## config.mk

```make
export PLATFORM = sky130hd
export DESIGN_NAME = cia_port
export DESIGN_NICKNAME = d
export VERILOG_FILES = /design/src/rtl/cia_port.v /design/src/rtl/cia_hdr_pack.v
export VERILOG_INCLUDE_DIRS = /design/src /design/src/pkg
export SDC_FILE = /design/constraint.sdc
export NUM_CORES = 1
export LEC_CHECK = 0
export BUFFER_PORTS_ARGS = -buffer_cell sky130_fd_sc_hd__buf_2
export CAP_MARGIN = 20
export CORE_ASPECT_RATIO = 0.5
export CORE_MARGIN = 1.5
export CORE_UTILIZATION = 52
export DETAILED_ROUTE_END_ITERATION = 12
export PLACE_DENSITY = 0.8
export RECOVER_POWER = 25
export REMOVE_ABC_BUFFERS = 1
export SETUP_SLACK_MARGIN = 0.05
export SYNTH_ARGS = -nofsm -noshare
export SYNTH_HDL_FRONTEND = slang
export SYNTH_SLANG_ARGS = --single-unit
```

## constraint.sdc

```tcl
create_clock -name clock_i -period 2.7 [get_ports clock_i]
set_clock_uncertainty 0.05 [all_clocks]
set_input_delay 0.54 -clock clock_i [delete_from_list [all_inputs] [get_ports clock_i]]
set_output_delay 0.54 -clock clock_i [all_outputs]
set_load 0.05 [all_outputs]
```

## src/pkg/cia_regs.vh

```
// constants for the indirect configuration access port
// assumes a 16-bit processor i/o address and 32-bit data path
`ifndef CIA_REGS_VH
`define CIA_REGS_VH

// processor i/o addresses of the two ports
`define CIA_SEL_ADDR     16'h0CF8
`define CIA_WIN_ADDR     16'h0CFC

// reset values
`define CIA_SEL_RESET    32'h00000000
`define CIA_WIN_RESET    32'h00000000

// writable bits of the target-select register; 30:24 and 1:0 read zero
`define CIA_SEL_WMASK    32'h80FFFFFC

// full doubleword byte enables
`define CIA_BE_ALL       4'hF

// field positions inside the target-select register
`define CIA_EN_BIT       31
`define CIA_BUS_HI       23
`define CIA_BUS_LO       16
`define CIA_DEV_HI       15
`define CIA_DEV_LO       11
`define CIA_FN_HI        10
`define CIA_FN_LO        8
`define CIA_REG_HI       7
`define CIA_REG_LO       2

// low bits of header byte seven below the register number
`define CIA_HDR7_PAD     2'h0

`endif

```

## src/rtl/cia_port.v

```verilog
// indirect configuration access port: target-select and data window
// assumes i/o requests and downstream completions come from logic on
// clock_i; every request waits for its ack before the next one
`timescale 1ns/1ns
`default_nettype none
`include "cia_regs.vh"

module cia_port (
    input  wire        clock_i,
    input  wire        rst_n_i,
    // processor i/o side
    input  wire        io_req_i,
    input  wire        io_wr_i,
    input  wire [15:0] io_addr_i,
    input  wire [3:0]  io_be_i,
    input  wire [31:0] io_wdata_i,
    output wire        io_ack_o,
    output wire [31:0] io_rdata_o,
    output wire        io_busy_o,
    // configuration request toward the serial link
    output wire        cfg_req_o,
    output wire        cfg_wr_o,
    output wire [7:0]  cfg_bus_o,
    output wire [7:0]  cfg_hdr6_o,
    output wire [7:0]  cfg_hdr7_o,
    output wire [3:0]  cfg_be_o,
    output wire [31:0] cfg_wdata_o,
    input  wire        cfg_done_i,
    input  wire [31:0] cfg_rdata_i,
    // ordinary i/o cycle forwarded downstream
    output wire        pass_req_o,
    output wire        pass_wr_o,
    output wire [15:0] pass_addr_o,
    output wire [3:0]  pass_be_o,
    output wire [31:0] pass_wdata_o,
    input  wire        pass_done_i,
    input  wire [31:0] pass_rdata_i
);

    ////////////////////////////////////////////////////////////////////////
    // states, one-hot
    localparam [2:0] ST_IDLE = 3'h1;
    localparam [2:0] ST_CFG  = 3'h2;
    localparam [2:0] ST_PASS = 3'h4;

    reg  [2:0]  state_reg;
    reg  [31:0] sel_reg;
    reg  [31:0] win_reg;
    reg         ack_reg;
    // own flop, so busy is not a gate behind the state bits
    reg         busy_reg;
    reg  [31:0] rdata_reg;
    reg         cfg_req_reg;
    reg         cfg_wr_reg;
    reg  [7:0]  cfg_bus_reg;
    reg  [7:0]  cfg_hdr6_reg;
    reg  [7:0]  cfg_hdr7_reg;
    reg  [3:0]  cfg_be_reg;
    reg  [31:0] cfg_wdata_reg;
    reg         pass_req_reg;
    reg         pass_wr_reg;
    reg  [15:0] pass_addr_reg;
    reg  [3:0]  pass_be_reg;
    reg  [31:0] pass_wdata_reg;

    wire [7:0]  hdr_bus;
    wire [7:0]  hdr_byte6;
    wire [7:0]  hdr_byte7;
    wire [31:0] win_merge;

    ////////////////////////////////////////////////////////////////////////
    // decode of the incoming i/o request
    wire sel_hit  = (io_addr_i == `CIA_SEL_ADDR);
    wire win_hit  = (io_addr_i == `CIA_WIN_ADDR);
    wire full_dw  = (io_be_i == `CIA_BE_ALL);
    wire sel_take = sel_hit & full_dw;
    wire cfg_on   = sel_reg[`CIA_EN_BIT];
    wire cfg_go   = win_hit & cfg_on;

    // header fields straight from the current target select
    cia_hdr_pack u_hdr (
        .sel_i   (sel_reg),
        .bus_o   (hdr_bus),
        .byte6_o (hdr_byte6),
        .byte7_o (hdr_byte7)
    );

    ////////////////////////////////////////////////////////////////////////
    // byte-wise merge of a window write; unwritten lanes keep old data
    genvar gi;
    generate
        for (gi = 0; gi < 4; gi = gi + 1) begin : g_lane
            assign win_merge[gi*8 +: 8] = cfg_be_reg[gi] ? cfg_wdata_reg[gi*8 +: 8]
                                                          : win_reg[gi*8 +: 8];
        end
    endgenerate

    ////////////////////////////////////////////////////////////////////////
    // main sequencer; requests arriving while busy are ignored
    always @(posedge clock_i or negedge rst_n_i) begin
        if (!rst_n_i) begin
            state_reg      <= ST_IDLE;
            sel_reg        <= `CIA_SEL_RESET;
            win_reg        <= `CIA_WIN_RESET;
            ack_reg        <= 1'b0;
            busy_reg       <= 1'b0;
            rdata_reg      <= `CIA_WIN_RESET;
            cfg_req_reg    <= 1'b0;
            cfg_wr_reg     <= 1'b0;
            cfg_bus_reg    <= 8'h00;
            cfg_hdr6_reg   <= 8'h00;
            cfg_hdr7_reg   <= 8'h00;
            cfg_be_reg     <= 4'h0;
            cfg_wdata_reg  <= 32'h00000000;
            pass_req_reg   <= 1'b0;
            pass_wr_reg    <= 1'b0;
            pass_addr_reg  <= 16'h0000;
            pass_be_reg    <= 4'h0;
            pass_wdata_reg <= 32'h00000000;
        end else begin
            // strobes are single-cycle pulses
            ack_reg      <= 1'b0;
            cfg_req_reg  <= 1'b0;
            pass_req_reg <= 1'b0;
            case (state_reg)
                ST_IDLE: begin
                    if (io_req_i) begin
                        if (sel_take) begin
                            // select handled locally, answered next cycle
                            if (io_wr_i) begin
                                sel_reg <= io_wdata_i & `CIA_SEL_WMASK;
                            end
                            rdata_reg <= sel_reg;
                            ack_reg   <= 1'b1;
                        end else if (cfg_go) begin
                            // fields frozen at launch, so a later select
                            // write cannot tear an open request
                            cfg_req_reg   <= 1'b1;
                            cfg_wr_reg    <= io_wr_i;
                            cfg_bus_reg   <= hdr_bus;
                            cfg_hdr6_reg  <= hdr_byte6;
                            cfg_hdr7_reg  <= hdr_byte7;
                            cfg_be_reg    <= io_be_i;
                            cfg_wdata_reg <= io_wdata_i;
                            busy_reg      <= 1'b1;
                            state_reg     <= ST_CFG;
                        end else begin
                            // partial select, disabled window, other ports
                            pass_req_reg   <= 1'b1;
                            pass_wr_reg    <= io_wr_i;
                            pass_addr_reg  <= io_addr_i;
                            pass_be_reg    <= io_be_i;
                            pass_wdata_reg <= io_wdata_i;
                            busy_reg       <= 1'b1;
                            state_reg      <= ST_PASS;
                        end
                    end
                end
                ST_CFG: begin
                    if (cfg_done_i) begin
                        if (cfg_wr_reg) begin
                            win_reg   <= win_merge;
                            rdata_reg <= win_merge;
                        end else begin
                            // no masking: reserved space may read nonzero
                            win_reg   <= cfg_rdata_i;
                            rdata_reg <= cfg_rdata_i;
                        end
                        ack_reg   <= 1'b1;
                        busy_reg  <= 1'b0;
                        state_reg <= ST_IDLE;
                    end
                end
                ST_PASS: begin
                    if (pass_done_i) begin
                        rdata_reg <= pass_wr_reg ? pass_wdata_reg : pass_rdata_i;
                        ack_reg   <= 1'b1;
                        busy_reg  <= 1'b0;
                        state_reg <= ST_IDLE;
                    end
                end
                default: begin
                    busy_reg  <= 1'b0;
                    state_reg <= ST_IDLE;
                end
            endcase
        end
    end

    ////////////////////////////////////////////////////////////////////////
    // outputs, all from flip-flops
    assign io_ack_o     = ack_reg;
    assign io_rdata_o   = rdata_reg;
    assign io_busy_o    = busy_reg;
    assign cfg_req_o    = cfg_req_reg;
    assign cfg_wr_o     = cfg_wr_reg;
    assign cfg_bus_o    = cfg_bus_reg;
    assign cfg_hdr6_o   = cfg_hdr6_reg;
    assign cfg_hdr7_o   = cfg_hdr7_reg;
    assign cfg_be_o     = cfg_be_reg;
    assign cfg_wdata_o  = cfg_wdata_reg;
    assign pass_req_o   = pass_req_reg;
    assign pass_wr_o    = pass_wr_reg;
    assign pass_addr_o  = pass_addr_reg;
    assign pass_be_o    = pass_be_reg;
    assign pass_wdata_o = pass_wdata_reg;

endmodule // cia_port

`default_nettype wire

```

## src/rtl/cia_hdr_pack.v

```verilog
// request header packing for outgoing configuration requests
// assumes a target-select word laid out as in cia_regs.vh; pure logic
`timescale 1ns/1ns
`default_nettype none
`include "cia_regs.vh"

module cia_hdr_pack (
    input  wire [31:0] sel_i,
    output wire [7:0]  bus_o,
    output wire [7:0]  byte6_o,
    output wire [7:0]  byte7_o
);

    // bus number goes out whole
    assign bus_o   = sel_i[`CIA_BUS_HI:`CIA_BUS_LO];
    // byte six: device in 7:3, function in 2:0
    assign byte6_o = {sel_i[`CIA_DEV_HI:`CIA_DEV_LO], sel_i[`CIA_FN_HI:`CIA_FN_LO]};
    // byte seven: register number in 7:2
    assign byte7_o = {sel_i[`CIA_REG_HI:`CIA_REG_LO], `CIA_HDR7_PAD};

endmodule // cia_hdr_pack

`default_nettype wire

```

==> flow_metrics.py <==
metrics = {
    "clock_tree": {
        "post_cts_buffers": 0,
        "h-tree-depth": 1,
        "numCtsBuffers": 20,
        "cts_resized": 0,
        "cts-root-buf": "clkbuf_16",
        "cts_buffer_depth": 3,
        "path_clk_slew_ns": 0.07,
        "clkLatencyLatePin_ns": 0.48,
        "cts_tree": "done",
        "clock_sinks": 206,
    },
    "routing": {
        "first_pass_iters": 4,
        "viasPerCell": 5.59,
        "dr_total_vias": 6630,
        "wl_per_cell_um": 20.7,
        "drtIter0Drc": 293,
        "antenna_left": 0,
        "wirelength_mm": 24.5,
        "drc_errors": 0,
    },
    "logic_synthesis": {
        "synth_ff_type": "dfrtp_1",
        "synth_top_cell_by_area": "dfrtp_1",
        "synth_seq_area_share": 0.556,
        "yosysWarnings": 0,
        "ys_ff_latch": 206,
        "yosys-top-cells-area": "dfrtp_1, mux2_2, mux2i_1",
        "synth_cells": 674,
        "avgSynthCellArea_sq_um": 13.8,
        "synthesis.area_sq_um": 9270,
        "synth_cell_types": 40,
        "yosysMostFrequentCell": "dfrtp_1",
        "async_reset_ff_frac": 1.00,
        "synth_common_cells": "dfrtp_1, mux2_2, mux2i_1",
        "yosys.area.top_type_share": 0.553,
        "synth-edff-count": 0,
    },
    "critical_path": {
        "crit_family": "flip-flops",
        "r2r-start": "state_reg[0]$_DFFE_PN1P_",
        "end_kind": "primary output",
        "arrival_ns": 1.81,
        "cp.buffers_inverters": 2,
        "required_ns": 2.11,
        "crit_start": "pass_wr_o$_DFFE_PN0P_",
        "worst-path-stages": 2,
        "worstSetupPathType": "reg2out",
        "cpPeakStageDelay_ns": 0.75,
        "cp_slowest_cell": "dfrtp_2",
        "crit_path_end": "pass_wr_o",
        "critPathMaxFanout": 19,
        "worstPathCellList": "buf_12 -> buf_2",
        "r2r_setup_slack_ns": 0.40,
        "r2r_cells": 5,
        "timing.rr.end": "io_rdata_o[2]$_DFFE_PN0P_",
        "cp-start-kind": "flip-flop",
    },
    "layout": {
        "area_growth_pct": 25.2,
        "utilization": 0.667,
        "layout-drive-gt1-share": 0.543,
        "nets": 1060,
        "seq_area_sq_um": 5160,
        "fin_area_sq_um": 11600,
        "multiInputGateArea_sq_um": 3920,
        "final_cells": 1186,
        "fillers": 1304,
    },
    "global_routing": {
        "grt_antenna_before_repair": 2,
        "grt_max_degree": 58,
        "grt_pass1_wl_mm": 38.6,
        "grt_pass1_vias": 6956,
        "grt_usage": 0.266,
        "overflow": 0,
    },
    "floorplanning": {
        "io_pins": 272,
        "dieArea_sq_um": 18700,
        "core_area_sq_um": 17400,
        "initial_core_util": 0.533,
        "rows": 34,
        "die_h_um": 97.4,
        "die_x_um": 192,
    },
    "power_and_ir_drop": {
        "ir_drop_uv": 563,
        "p_leak_nw": 6.11,
        "p_per_area_nw_per_um2": 888,
    },
    "timing": {
        "slew_violations": 0,
        "hold_viol": 0,
        "fin_crit_sh": 0.887,
        "rsz0062_at_grt": "no",
        "tightest_slew_ns": 1.48,
        "tns_ns": 0,
        "fmax_ghz": 0.417,
        "period_needed_ns": 2.40,
        "hold_slack_ns": 0.241,
        "setup_viol": 0,
        "slew_headroom": 0.0116,
    },
    "min_path": {
        "hold_class": "in2reg",
    },
    "flow_run": {
        "cap_viol_max_count": 0,
    },
    "placed_design": {
        "place_inst": 1149,
        "post_dp_cell_area_sq_um": 11000,
        "gp_congestion": 0.826,
        "port_buffers": 269,
        "hpwl_mm": 16.5,
    },
    "run_status": {
        "status": "finished clean",
    },
}
repair_timing:
action | CTS | global route
setup endpoints to repair | 0 | 0
hold buffers | 1 | 0
endpoints found under the hold margin | 53 | 0
layout by cell type (no fill, tap or decap), types with 9 or more instances in the layout:
cell	Yosys	layout
buf_2	6	268
dfrtp_1	205	203
mux2_2	161	161
mux2i_1	64	64
nor2_1	50	49
mux2_4	29	29
a21oi_1	23	23
a221o_1	23	23
clkbuf_16	0	21
nand2_1	12	12
o21ai_0	11	11
o22ai_1	10	10
buf_12	0	9
final cells by class:
| class | count | share of cell area |
|---|---|---|
| Antenna cell | 1 | 0.000216 |
| Clock buffer | 29 | 0.0479 |
| Clock inverter | 6 | 0.00528 |
| Sequential cell | 206 | 0.445 |
| Tap cell | 234 | 0.0252 |
| Multi-Input combinational cell | 420 | 0.338 |
| Timing Repair Buffer | 288 | 0.139 |
| Inverter | 2 | 0.000647 |
cell families after synthesis:
| kind of cell | Yosys count | synth area share |
|---|---|---|
| AND/OR/NAND/NOR | 81 | 0.0424 |
| buffers and inverters | 49 | 0.0251 |
| AO/OA/AOI/OAI | 83 | 0.0644 |
| multiplexers | 254 | 0.312 |
| other | 1 | 0.000404 |
| flip-flops | 206 | 0.556 |
stage by stage:
step	total power, mW	setup slack, ns
2_1_floorplan	6.59	-1.11
3_3_place_gp	7.58	0.170
3_5_place_dp	7.66	0.118
4_1_cts	10.4	0.259
5_1_grt	10.7	0.184
6_report	10.3	0.305
where the power goes:
group | switching [mW] | internal (mW) | leakage [nW]
clock | 1.17 | 1.53 | 0.298
combinational | 2.47 | 1.17 | 3.07
sequential | 0.398 | 3.56 | 2.74
worst reg2reg max path, delay by kind of cell, from the launching register on:
family          cells  cell delay (ns)
compound gates      1             0.21
mux                 1             0.39
buf+inv             1             0.26
simple gates        2             0.68
flops               1             0.61
routing by layer:
metal / share of wire / global-route usage / up-vias
met3: 0.052 / 0.0408 / 42
met1: 0.43 / 0.359 / 3401
met5: 0.00045 / 0 / -
met2: 0.50 / 0.451 / 193
li1: - / - / 2992
met4: 0.021 / 0.0649 / 2
how the worst min path moves through the flow:
stage / startpoint / end / slack [ns] / cells after the start
after detailed placement: win_reg[30]$_DFFE_PN0P_ / win_reg[30]$_DFFE_PN0P_ / 0.42 / 2
after global placement: win_reg[24]$_DFFE_PN0P_ / win_reg[24]$_DFFE_PN0P_ / 0.41 / 2
after CTS: pass_done_i / state_reg[2]$_DFFE_PN0P_ / 0.22 / 2
after floorplan: rst_n_i / cfg_be_o[0]$_DFFE_PN0P_ / 0.19 / 0
after global routing: io_addr_i[0] / pass_addr_o[0]$_DFFE_PN0P_ / 0.23 / 2
final: pass_done_i / state_reg[2]$_DFFE_PN0P_ / 0.24 / 2
(Power assumes the default switching activity.)
